<file path="config.mk">
export PLATFORM = sky130hd
export DESIGN_NAME = ismp_core
export DESIGN_NICKNAME = d
export VERILOG_FILES = /design/src/ismp_pkg.sv /design/src/ismp_core.sv
export SDC_FILE = /design/constraint.sdc
export NUM_CORES = 1
export LEC_CHECK = 0
export BUFFER_PORTS_ARGS = -buffer_cell sky130_fd_sc_hd__buf_4
export CAP_MARGIN = 20
export CORE_ASPECT_RATIO = 1.1
export CORE_UTILIZATION = 54
export CTS_BUF_LIST = sky130_fd_sc_hd__clkbuf_4 sky130_fd_sc_hd__clkbuf_8
export DETAILED_ROUTE_END_ITERATION = 7
export MAX_ROUTING_LAYER = met4
export PLACE_DENSITY_LB_ADDON = 0.15
export REMOVE_ABC_BUFFERS = 1
export SYNTH_ARGS = -nofsm -noshare
export SYNTH_HDL_FRONTEND = slang
export SYNTH_SLANG_ARGS = --single-unit
</file>
<file path="constraint.sdc">
create_clock -name pclk -period 14.59 [get_ports pclk]
set_input_delay 1.459 -clock pclk [delete_from_list [all_inputs] [get_ports pclk]]
set_output_delay 1.459 -clock pclk [all_outputs]
set_load 0.03 [all_outputs]
</file>
<file path="src/ismp_pkg.sv">
// Package for the in-service, mask and polled acknowledge block.
// Assumes an APB slave with 32-bit data; one clock, pclk.
package ismp_pkg;
   // ----------------------------------------------------------------
   // Register offsets (printed offsets are not all word multiples)
   // ----------------------------------------------------------------
   localparam logic [7:0] IDX_ACK_QUERY   = 8'h24;
   localparam logic [7:0] IDX_QUERY_STAT  = 8'h26;
   localparam logic [7:0] IDX_SOURCE_MASK = 8'h28;
   localparam logic [7:0] IDX_PRIO_FLOOR  = 8'h2a;
   localparam logic [7:0] IDX_IN_SERVICE  = 8'h2c;
   localparam logic [7:0] IDX_END_SERVICE = 8'h22;
   localparam logic [7:0] IDX_MODE        = 8'h30;
   // ----------------------------------------------------------------
   // Field layout and reset values
   // ----------------------------------------------------------------
   localparam int          NSRC            = 11;
   localparam int          PENDING_BIT     = 15;
   localparam int          GENERIC_END_BIT = 15;
   localparam int          TYPE_W          = 5;
   localparam int          FLOOR_W         = 3;
   localparam logic [10:0] MASTER_BITS     = 11'h7fd;
   localparam logic [10:0] SLAVE_BITS      = 11'h03d;
   localparam logic [10:0] MASK_RST_MASTER = 11'h7fd;
   localparam logic [10:0] MASK_RST_SLAVE  = 11'h03d;
   localparam logic [2:0]  FLOOR_RST       = 3'h7;
   localparam logic [4:0]  TYPE_BASE       = 5'h08;

   typedef struct packed {
      logic                pending_flag;
      logic [TYPE_W-1:0]   pending_type_field;
   } ismp_query_s;
endpackage

</file>
<file path="src/ismp_core.sv">
// Interrupt in-service tracking, masking, priority floor and poll.
// Assumes request latches and source priorities arrive from neighbours.
//
// Local design decision: register access over APB.
`timescale 1ns/1ns
module ismp_core #(
   parameter int NSRC_P = 11
) (
   input  wire logic                   pclk,
   input  wire logic                   presetn,
   input  wire logic                   psel,
   input  wire logic                   penable,
   input  wire logic                   pwrite,
   input  wire logic [31:0]            paddr,
   input  wire logic [31:0]            pwdata,
   output logic      [31:0]            prdata,
   output logic                        pready,
   output logic                        pslverr,
   input  wire logic [NSRC_P-1:0]      src_req,
   input  wire logic [3*NSRC_P-1:0]    src_prio,
   input  wire logic [NSRC_P-1:0]      ctl_mask_wr,
   input  wire logic [NSRC_P-1:0]      ctl_mask_val,
   input  wire logic                   core_take,
   input  wire logic                   nested_mode,
   output logic      [NSRC_P-1:0]      source_mask_bit,
   output logic                        core_irq,
   output logic      [4:0]             core_type
);
   initial begin
      if (NSRC_P != ismp_pkg::NSRC) $error("ismp_core serves eleven sources only");
   end

   // ----------------------------------------------------------------
   // State
   // ----------------------------------------------------------------
   logic [NSRC_P-1:0]  service_flag_q;
   logic [NSRC_P-1:0]  mask_q;
   logic [2:0]         floor_q;
   logic               slave_mode_q;
   logic [NSRC_P-1:0]  eligible;
   logic               any_pend;
   logic [3:0]         top_idx;
   logic               svc_any;
   logic [3:0]         svc_top;
   logic [NSRC_P-1:0]  valid_bits;
   ismp_pkg::ismp_query_s query;

   function automatic logic [7:0] word_idx(input logic [31:0] a);
      word_idx = a[9:2];
   endfunction

   function automatic logic [4:0] type_of(input logic [3:0] i);
      type_of = ismp_pkg::TYPE_BASE + {1'b0, i};
   endfunction

   // ----------------------------------------------------------------
   // APB decode
   // ----------------------------------------------------------------
   logic       acc;
   logic       wr;
   logic       rd;
   logic [7:0] idx;
   logic       mapped;
   assign acc    = psel && penable;
   assign wr     = acc && pwrite;
   assign rd     = acc && !pwrite;
   assign idx    = word_idx(paddr);
   assign mapped = idx inside {ismp_pkg::IDX_ACK_QUERY, ismp_pkg::IDX_QUERY_STAT,
                               ismp_pkg::IDX_SOURCE_MASK, ismp_pkg::IDX_PRIO_FLOOR,
                               ismp_pkg::IDX_IN_SERVICE, ismp_pkg::IDX_END_SERVICE,
                               ismp_pkg::IDX_MODE};

   assign valid_bits = slave_mode_q ? ismp_pkg::SLAVE_BITS : ismp_pkg::MASTER_BITS;

   // ----------------------------------------------------------------
   // Arbitration: lowest code wins, then lowest index
   // ----------------------------------------------------------------
   always_comb begin
      logic [2:0] best;
      logic [2:0] sbest;
      best     = 3'h7;
      sbest    = 3'h7;
      any_pend = 1'b0;
      top_idx  = 4'h0;
      svc_any  = 1'b0;
      svc_top  = 4'h0;
      for (int i = 0; i < NSRC_P; i++) begin
         eligible[i] = valid_bits[i] && src_req[i] && !mask_q[i]
                       && (src_prio[3*i +: 3] <= floor_q)
                       && (!service_flag_q[i]
                           || (nested_mode && !slave_mode_q && (i == 4 || i == 5)));
      end
      for (int i = NSRC_P-1; i >= 0; i--) begin
         if (eligible[i] && (!any_pend || src_prio[3*i +: 3] <= best)) begin
            any_pend = 1'b1;
            best     = src_prio[3*i +: 3];
            top_idx  = 4'(i);
         end
         if (service_flag_q[i] && (!svc_any || src_prio[3*i +: 3] <= sbest)) begin
            svc_any = 1'b1;
            sbest   = src_prio[3*i +: 3];
            svc_top = 4'(i);
         end
      end
   end

   assign query.pending_flag       = any_pend;
   assign query.pending_type_field = any_pend ? type_of(top_idx) : 5'h00;

   logic poll_ack;
   assign poll_ack = rd && (idx == ismp_pkg::IDX_ACK_QUERY) && any_pend;
   logic take;
   assign take = poll_ack || (core_take && any_pend);

   // ----------------------------------------------------------------
   // Mode, floor and shared mask
   // ----------------------------------------------------------------
   always_ff @(posedge pclk or negedge presetn) begin
      if (!presetn) begin
         slave_mode_q <= 1'b0;
      end else if (wr && idx == ismp_pkg::IDX_MODE) begin
         slave_mode_q <= pwdata[0];
      end
   end

   always_ff @(posedge pclk or negedge presetn) begin
      if (!presetn) begin
         floor_q <= ismp_pkg::FLOOR_RST;
      end else if (wr && idx == ismp_pkg::IDX_PRIO_FLOOR) begin
         floor_q <= pwdata[ismp_pkg::FLOOR_W-1:0];
      end
   end

   always_ff @(posedge pclk or negedge presetn) begin
      if (!presetn) begin
         mask_q <= ismp_pkg::MASK_RST_MASTER;
      end else if (wr && idx == ismp_pkg::IDX_MODE) begin
         mask_q <= pwdata[0] ? ismp_pkg::MASK_RST_SLAVE : ismp_pkg::MASK_RST_MASTER;
      end else if (wr && idx == ismp_pkg::IDX_SOURCE_MASK) begin
         mask_q <= pwdata[NSRC_P-1:0] & valid_bits;
      end else begin
         mask_q <= ((mask_q & ~ctl_mask_wr) | (ctl_mask_val & ctl_mask_wr)) & valid_bits;
      end
   end

   // ----------------------------------------------------------------
   // In-service flags; a set wins over a clear in the same cycle, except a mode write, which clears all
   // ----------------------------------------------------------------
   logic [NSRC_P-1:0] set_v;
   logic [NSRC_P-1:0] clr_v;
   logic              eos_wr;
   always_comb begin
      set_v  = '0;
      clr_v  = '0;
      eos_wr = wr && idx == ismp_pkg::IDX_END_SERVICE && !slave_mode_q;
      // Slave flags are set by the internal requests themselves and held until core_take
      if (slave_mode_q) begin
         set_v = src_req & valid_bits;
      end
      if (take) begin
         set_v[top_idx] = 1'b1;
      end
      if (eos_wr) begin
         if (pwdata[ismp_pkg::GENERIC_END_BIT]) begin
            if (svc_any) clr_v[svc_top] = 1'b1;
         end else begin
            for (int i = 0; i < NSRC_P; i++) begin
               if (pwdata[4:0] == type_of(4'(i))) clr_v[i] = 1'b1;
            end
         end
      end
      if (slave_mode_q && core_take) begin
         clr_v = service_flag_q & ~set_v;
      end
   end

   always_ff @(posedge pclk or negedge presetn) begin
      if (!presetn) begin
         service_flag_q <= '0;
      end else if (wr && idx == ismp_pkg::IDX_MODE) begin
         service_flag_q <= '0;
      end else begin
         service_flag_q <= ((service_flag_q & ~clr_v) | set_v) & valid_bits;
      end
   end

   // ----------------------------------------------------------------
   // Read mux and outputs (all registered)
   // ----------------------------------------------------------------
   logic [31:0] rd_d;
   always_comb begin
      rd_d = 32'h0000_0000;
      case (idx)
         ismp_pkg::IDX_ACK_QUERY,
         ismp_pkg::IDX_QUERY_STAT:  rd_d = {16'h0000, query.pending_flag, 10'h000,
                                           query.pending_type_field};
         ismp_pkg::IDX_SOURCE_MASK: rd_d = {21'h00_0000, mask_q};
         ismp_pkg::IDX_PRIO_FLOOR:  rd_d = {29'h0000_0000, floor_q};
         ismp_pkg::IDX_IN_SERVICE:  rd_d = {21'h00_0000, service_flag_q};
         ismp_pkg::IDX_MODE:        rd_d = {31'h0000_0000, slave_mode_q};
         default:                   rd_d = 32'h0000_0000;
      endcase
   end

   // Zero-wait slave: pready pulses in the access cycle after setup
   always_ff @(posedge pclk or negedge presetn) begin
      if (!presetn) begin
         prdata  <= 32'h0000_0000;
         pready  <= 1'b0;
         pslverr <= 1'b0;
      end else begin
         pready  <= psel && !penable;
         pslverr <= psel && !penable && !mapped;
         prdata  <= (psel && !penable && !pwrite) ? rd_d : 32'h0000_0000;
      end
   end

   always_ff @(posedge pclk or negedge presetn) begin
      if (!presetn) begin
         source_mask_bit <= ismp_pkg::MASK_RST_MASTER;
         core_irq        <= 1'b0;
         core_type       <= 5'h00;
      end else begin
         source_mask_bit <= mask_q;
         core_irq        <= any_pend;
         core_type       <= query.pending_type_field;
      end
   end

   // ----------------------------------------------------------------
   // Checks
   // ----------------------------------------------------------------
   a_floor_reset: assert property (@(posedge pclk) $rose(presetn) |-> floor_q == 3'h7)
      else $error("floor not seven after reset");
   a_floor_blocks: assert property (@(posedge pclk) disable iff (!presetn)
      (src_prio[2:0] > floor_q) |-> !eligible[0])
      else $error("request above floor allowed");
   a_mask_blocks: assert property (@(posedge pclk) disable iff (!presetn)
      mask_q[0] |-> !eligible[0])
      else $error("masked source allowed");
   a_poll_sets: assert property (@(posedge pclk) disable iff (!presetn)
      poll_ack && !wr |=> service_flag_q[$past(top_idx)])
      else $error("poll acknowledge did not set flag");
   a_status_quiet: assert property (@(posedge pclk) disable iff (!presetn)
      rd && idx == ismp_pkg::IDX_QUERY_STAT && !core_take |=> $stable(service_flag_q))
      else $error("status read changed state");
   a_pend_flag: assert property (@(posedge pclk) disable iff (!presetn)
      ##1 core_irq == $past(|eligible))
      else $error("pending flag wrong");
   a_slave_bits: assert property (@(posedge pclk) disable iff (!presetn)
      slave_mode_q |-> (service_flag_q & ~ismp_pkg::SLAVE_BITS) == '0)
      else $error("slave flag outside layout");
   a_eos_clear: assert property (@(posedge pclk) disable iff (!presetn)
      eos_wr && !pwdata[15] && pwdata[4:0] == 5'h08 && !set_v[0] |=> !service_flag_q[0])
      else $error("specific end did not clear");
   a_slave_set: assert property (@(posedge pclk) disable iff (!presetn)
      slave_mode_q && src_req[2] && !wr |=> service_flag_q[2])
      else $error("slave request did not set flag");
   a_ready_one: assert property (@(posedge pclk) disable iff (!presetn)
      psel && !penable |=> pready ##1 !pready || (psel && !penable))
      else $error("pready not single cycle");
endmodule

</file>
==> flow_metrics.tcl, run 1 <==
set metrics [dict create \
    dieWidth_um 103 \
    area_growth_pct 23.5 \
    design_area_sq_um 7460 \
    yosys.cell_count.top_type "ha_1" \
    worstSetupEndpointType "flip-flop" \
    vdd_drop_max_mv 0.115 \
    synth_edf_count 0 \
    cpPeakStageDelay_ns 0.39 \
    fin_nets 1081 \
    final_cells 1008 \
    yosys-top-cells-area "ha_1 17%, dfrtp_1 13%, dfstp_2 10%" \
    vias 6215 \
    pre_cts_slack_ns -0.274 \
    start_util 0.554 \
    multi_input_area_sq_um 4460 \
    max-cap-violations 0 \
    grt_antenna_before_repair 0 \
    die_y_um 113 \
    synth_seq_cells 54 \
    critPathMaxFanout 6 \
    clock_latency_ns 0.32 \
    synth-seq-area-share 0.228 \
    io_buffers 116 \
    rows 40 \
    avgViaCountPerCell 6.17 \
    synth_area_sq_um 6040 \
    synth.top_cell.area_share 0.174 \
    postSynthAreaPerCell_sq_um 8.39 \
    post_drt_wl_per_cell_um 17.8 \
    hold_viol 0 \
    routed_wl_um 17900 \
    grt_usage 0.318 \
    synth_ff_type "dfrtp_1" \
    clk_pin_slew_ns 0.10 \
    rsz0062_at_grt "yes" \
    synthDistinctLibCells 74 \
    drc_errors 0 \
    grt_max_degree 55 \
    clockBufferDepth 2 \
    drive_above_1_share 0.279 \
    grt_pass1_vias 6002 \
    dpl_cell_area_sq_um 7090 \
    async_flop_share 1.00 \
    worst_pin_slew_ns 1.18 \
    status "finished clean" \
    fill_cells 943 \
    crit_slowest_cell "or3_4" \
    hpwl_um 14300 \
    gp_congestion 0.964 \
    die_area_sq_um 11600 \
    clock.fmax_ghz 0.0713 \
    crit_path_start_kind "input pin" \
    tritoncts "yes" \
    worst_path_most_repeated_cell "ha_1" \
    period_share 0.961 \
    core_region_area_sq_um 10900 \
    crit_arrival_ns 14.27 \
    min_path_type "flip-flop to flip-flop" \
    io_pins 188 \
    syn_inst 720 \
    ant_nets 0 \
    yosysTopAreaCell "ha_1" \
    grt_pass1_wl_um 28200 \
    final_util 0.684 \
    min_period_ns 14.02 \
    area.sequential_sq_um 1380 \
    overflow 0 \
    ctsRootBufferMaster "clkbuf_8" \
    worst_clock_skew_ns 0.00906 \
    cts_buffers 5 \
    cts_htree_levels 2 \
    slew_viol_final 0 \
    yosys_warnings 0 \
    synth_common_cells "84 x ha_1, 68 x nand2_1, 50 x o21ai_0" \
    cp.required_ns 14.84 \
    cts.sinks 54 \
    totalPowerFinal_mw 1.52 \
    drt_iter0_drc 333 \
    power_density_nw_per_um2 204 \
    slew_headroom 0.208 \
    worst_slack_ns 0.570 \
    crit_type "input pin to flip-flop" \
    dr.pass1.iters 7 \
    dp_cells 987 \
    setup_viol 0 \
    n_antenna_cell 0 \
    leakage_nw 3.60 \
]
placed cells by master, fill, tap and decap left out, drive strengths merged, types with 12 or more instances in the layout:
master / netlist / layout
o21ai: 57 / 57
o22ai: 12 / 12
o21a: 13 / 13
nand3: 27 / 27
nor2: 49 / 49
mux2i: 21 / 21
dfrtp: 31 / 31
o211ai: 15 / 15
a21o: 18 / 18
dfstp: 23 / 23
mux2: 12 / 12
nor2b: 16 / 16
conb: 1 / 21
a21oi: 26 / 26
nand2: 68 / 68
ha: 84 / 84
buf: 28 / 151
inv: 49 / 49
timing repair:
item	CTS	global route
gates resized for setup	0	29
hold buffers	0	0
setup endpoints to repair	0	20
setup buffers	0	13
hold endpoints to repair	0	0
sequential cells by signal, summed over array words and instances (netlist names):
register and flops:
prdata 12, source_mask_bit 10, pslverr 1, core_irq 1
pready 1, service_flag_q 10, core_type 5, floor_q 3
slave_mode_q 1, mask_q 10
worst max-delay path, delay by kind of cell:
family | cells | cell delay (ns)
multiplexers | 1 | 0.29
buffers and inverters | 10 | 1.32
adder cells (fa/ha/maj) | 10 | 2.50
AND/OR/NAND/NOR | 18 | 2.66
AO/OA/AOI/OAI | 39 | 6.02
layer usage:
layer  wire [um]  up-vias  track usage
met5           0        -            -
met4         765        0        0.152
met3        1280       68       0.0383
met2        8550      284        0.518
met1        7340     2924        0.389
li1            -     2939            -
report_power, final:
| part | switching [mW] | total, mW | internal, mW |
|---|---|---|---|
| Clock | 0.0496 | 0.101 | 0.0510 |
| Sequential | 0.0327 | 0.211 | 0.178 |
| Combinational | 0.683 | 1.21 | 0.527 |
| Total | 0.765 | 1.52 | 0.757 |
cell families (layout without fill, tap and decap cells):
kind of cell    Yosys count  after routing  share of synthesized area
compound gates          231            231                      0.277
fa+ha+maj                84             84                      0.174
buf+inv                  87            208                     0.0714
flops                    54             54                      0.228
mux                      33             33                     0.0578
other cells               1             21                   0.000621
simple gates            230            230                      0.191
layout make-up:
class,instances,share of cell area
clock buffer,5,0.00922
timing repair buffer,151,0.152
inverter,49,0.0247
clock inverter,3,0.00604
tap,147,0.0247
multi-input combinational,599,0.598
sequential,54,0.185
worst paths after layout:
kind,startpoint,end,slack [ns],cells past startpoint
worst min register to register,mask_q[4]$_DFF_PN1_,source_mask_bit[4]$_DFF_PN1_,0.39,0
min in group asynchronous,presetn,prdata[3]$_DFF_PN0_,1.16,1
worst max-delay path,src_prio[31],service_flag_q[6]$_DFF_PN0_,0.57,78
worst min-delay path,mask_q[4]$_DFF_PN1_,source_mask_bit[4]$_DFF_PN1_,0.39,0
max in group asynchronous,presetn,prdata[8]$_DFF_PN0_,13.01,1
worst max register to register,floor_q[2]$_DFFE_PN1P_,service_flag_q[6]$_DFF_PN0_,1.11,79
stage by stage:
step	setup TNS [ns]	hold WS, ns
6_report	0	0.391
4_1_cts	0	0.387
3_3_place_gp	0	0.374
2_1_floorplan	0	0.363
5_1_grt	-0.514	0.398
3_5_place_dp	-3.41	0.377
Power figures use the tool's default switching activity.
==> inputs of run 2 (changes only) <==
--- a/config.mk
+++ b/config.mk
@@ -13,6 +13,7 @@
 export DETAILED_ROUTE_END_ITERATION = 7
 export MAX_ROUTING_LAYER = met4
 export PLACE_DENSITY_LB_ADDON = 0.15
+export RECOVER_POWER = 50
 export REMOVE_ABC_BUFFERS = 1
 export SYNTH_ARGS = -nofsm -noshare
 export SYNTH_HDL_FRONTEND = slang
==> flow_metrics.tcl, run 2 (synthesis results as in run 1) <==
set metrics [dict create \
    ctsHoldBuffers 0 \
    regMostFlops "prdata" \
    rows 40 \
    worst_slack_ns 0.588 \
    worstSetupEndpointType "flip-flop" \
    clk_pin_slew_ns 0.10 \
    seq_power_share 0.139 \
    swShare 0.503 \
    combPwrFrac 0.795 \
    cts_buffers 5 \
    worst_clock_skew_ns 0.00892 \
    period_share 0.960 \
    routed_wl_um 17900 \
    grt_pass1_wl_um 28200 \
    crit_slowest_cell "or3_4" \
    io_pins 188 \
    final_common_cell "buf_4" \
    slew_headroom -0.808 \
    io_buffers 116 \
    final_cells 1008 \
    drc_errors 0 \
    power_density_nw_per_um2 204 \
    max-cap-violations 1 \
    worst_path_most_repeated_cell "ha_1" \
    post_drt_wl_per_cell_um 17.8 \
    hold_ws_ns 0.400 \
    grt_antenna_before_repair 0 \
    dp_cells 987 \
    tritoncts "yes" \
    hold_viol 0 \
    pre_cts_slack_ns -0.274 \
    crit_type "input pin to flip-flop" \
    worst_pin_slew_ns 2.71 \
    grt_max_degree 55 \
    slew_viol_final 55 \
    grt_usage 0.318 \
    crit_path_start_kind "input pin" \
    dieWidth_um 103 \
    grt_pass1_vias 6002 \
    violations "max-capacitance violations, max-slew violations" \
    area_growth_pct 23.2 \
    gp_congestion 0.964 \
    clockBufferDepth 2 \
    n_antenna_cell 0 \
    min_period_ns 14.00 \
    clock_latency_ns 0.32 \
    min_path_type "flip-flop to flip-flop" \
    hpwl_um 14300 \
    rsz0062_at_grt "yes" \
    crit_arrival_ns 14.25 \
    overflow 0 \
    clockPowerShare 0.066 \
    vdd_drop_max_mv 0.115 \
    die_area_sq_um 11600 \
    leakage_nw 3.58 \
    core_region_area_sq_um 10900 \
    cts_htree_levels 2 \
    die_y_um 113 \
    final_util 0.682 \
    drive_above_1_share 0.268 \
    ant_nets 0 \
    dr.pass1.iters 6 \
    cts.sinks 54 \
    cp.required_ns 14.84 \
    ctsRootBufferMaster "clkbuf_8" \
    clock.fmax_ghz 0.0714 \
    avgViaCountPerCell 6.16 \
    largest_register_ffs 12 \
    fin_nets 1081 \
    p_sw_mw 0.764 \
    drt_iter0_drc 329 \
    status "complete, but fails checks" \
    vias 6213 \
    final_cell_mix "146 x buf_4, 83 x ha_1, 68 x nand2_1" \
    critPathMaxFanout 6 \
    setup_viol 0 \
    power.internal_mw 0.755 \
    start_util 0.554 \
    cpPeakStageDelay_ns 0.38 \
]
==> run 2: per-layer routing <==
layer  GRT usage  up-vias  part of all wire
met1       0.389     2918              0.41
met4       0.152        0             0.044
li1            -     2939                 -
met3      0.0383       72             0.067
met2       0.518      284              0.47
met5           -        -                 0
==> run 2: layout make-up <==
cell class / count / area (sq um)
repair buffers: 151 / 1120
well taps: 147 / 184
clock inverters: 3 / 45.0
clock buffers: 5 / 68.8
fillers: 946 / 3460
multi-input cells: 599 / 4460
flip-flops and latches: 54 / 1380
inverters: 49 / 184
==> run 2: path summary, 6_finish.rpt <==
check	slack [ns]	startpoint	end	depth (start not counted)
min reg2reg	0.40	mask_q[0]$_DFF_PN1_	source_mask_bit[0]$_DFF_PN1_	0
min	0.40	mask_q[0]$_DFF_PN1_	source_mask_bit[0]$_DFF_PN1_	0
min in group asynchronous	2.00	presetn	prdata[3]$_DFF_PN0_	1
max in group asynchronous	11.07	presetn	prdata[10]$_DFF_PN0_	1
max	0.59	src_prio[31]	service_flag_q[6]$_DFF_PN0_	78
max reg2reg	1.12	floor_q[2]$_DFFE_PN1P_	service_flag_q[6]$_DFF_PN0_	79
==> run 2: power groups by stage <==
| stage | combinational [mW] | sequential [mW] | clock (mW) |
|---|---|---|---|
| 2_1_floorplan | 0.788 | 0.222 | 0 |
| 3_3_place_gp | 1.10 | 0.211 | 0 |
| 3_5_place_dp | 1.15 | 0.212 | 0 |
| 4_1_cts | 1.15 | 0.210 | 0.103 |
| 5_1_grt | 1.34 | 0.214 | 0.107 |
| 6_report | 1.21 | 0.211 | 0.101 |
==> run 2: per-stage QoR <==
stage / setup TNS, ns / instance area, sq um / power [mW]
floorplan: 0 / 5870 / 1.01
global placement: 0 / 7090 / 1.31
detailed placement: -3.41 / 7090 / 1.36
CTS: 0 / 7200 / 1.47
global route: -0.515 / 7450 / 1.66
finish: 0 / 7450 / 1.52
==> run 2: what timing repair did <==
action / 4_1_cts / 5_1_grt
endpoints found under the setup margin: 0 / 20
buffers inserted: 0 / 13
gates resized for setup: 0 / 29
==> run 2: critical path, delay by kind of cell <==
kind	cells	cell delay (ns)
buffers and inverters	10	1.31
muxes	1	0.29
and+or+nand+nor	18	2.64
adders and majority gates	10	2.50
AOI/OAI and AO/OA	39	6.02
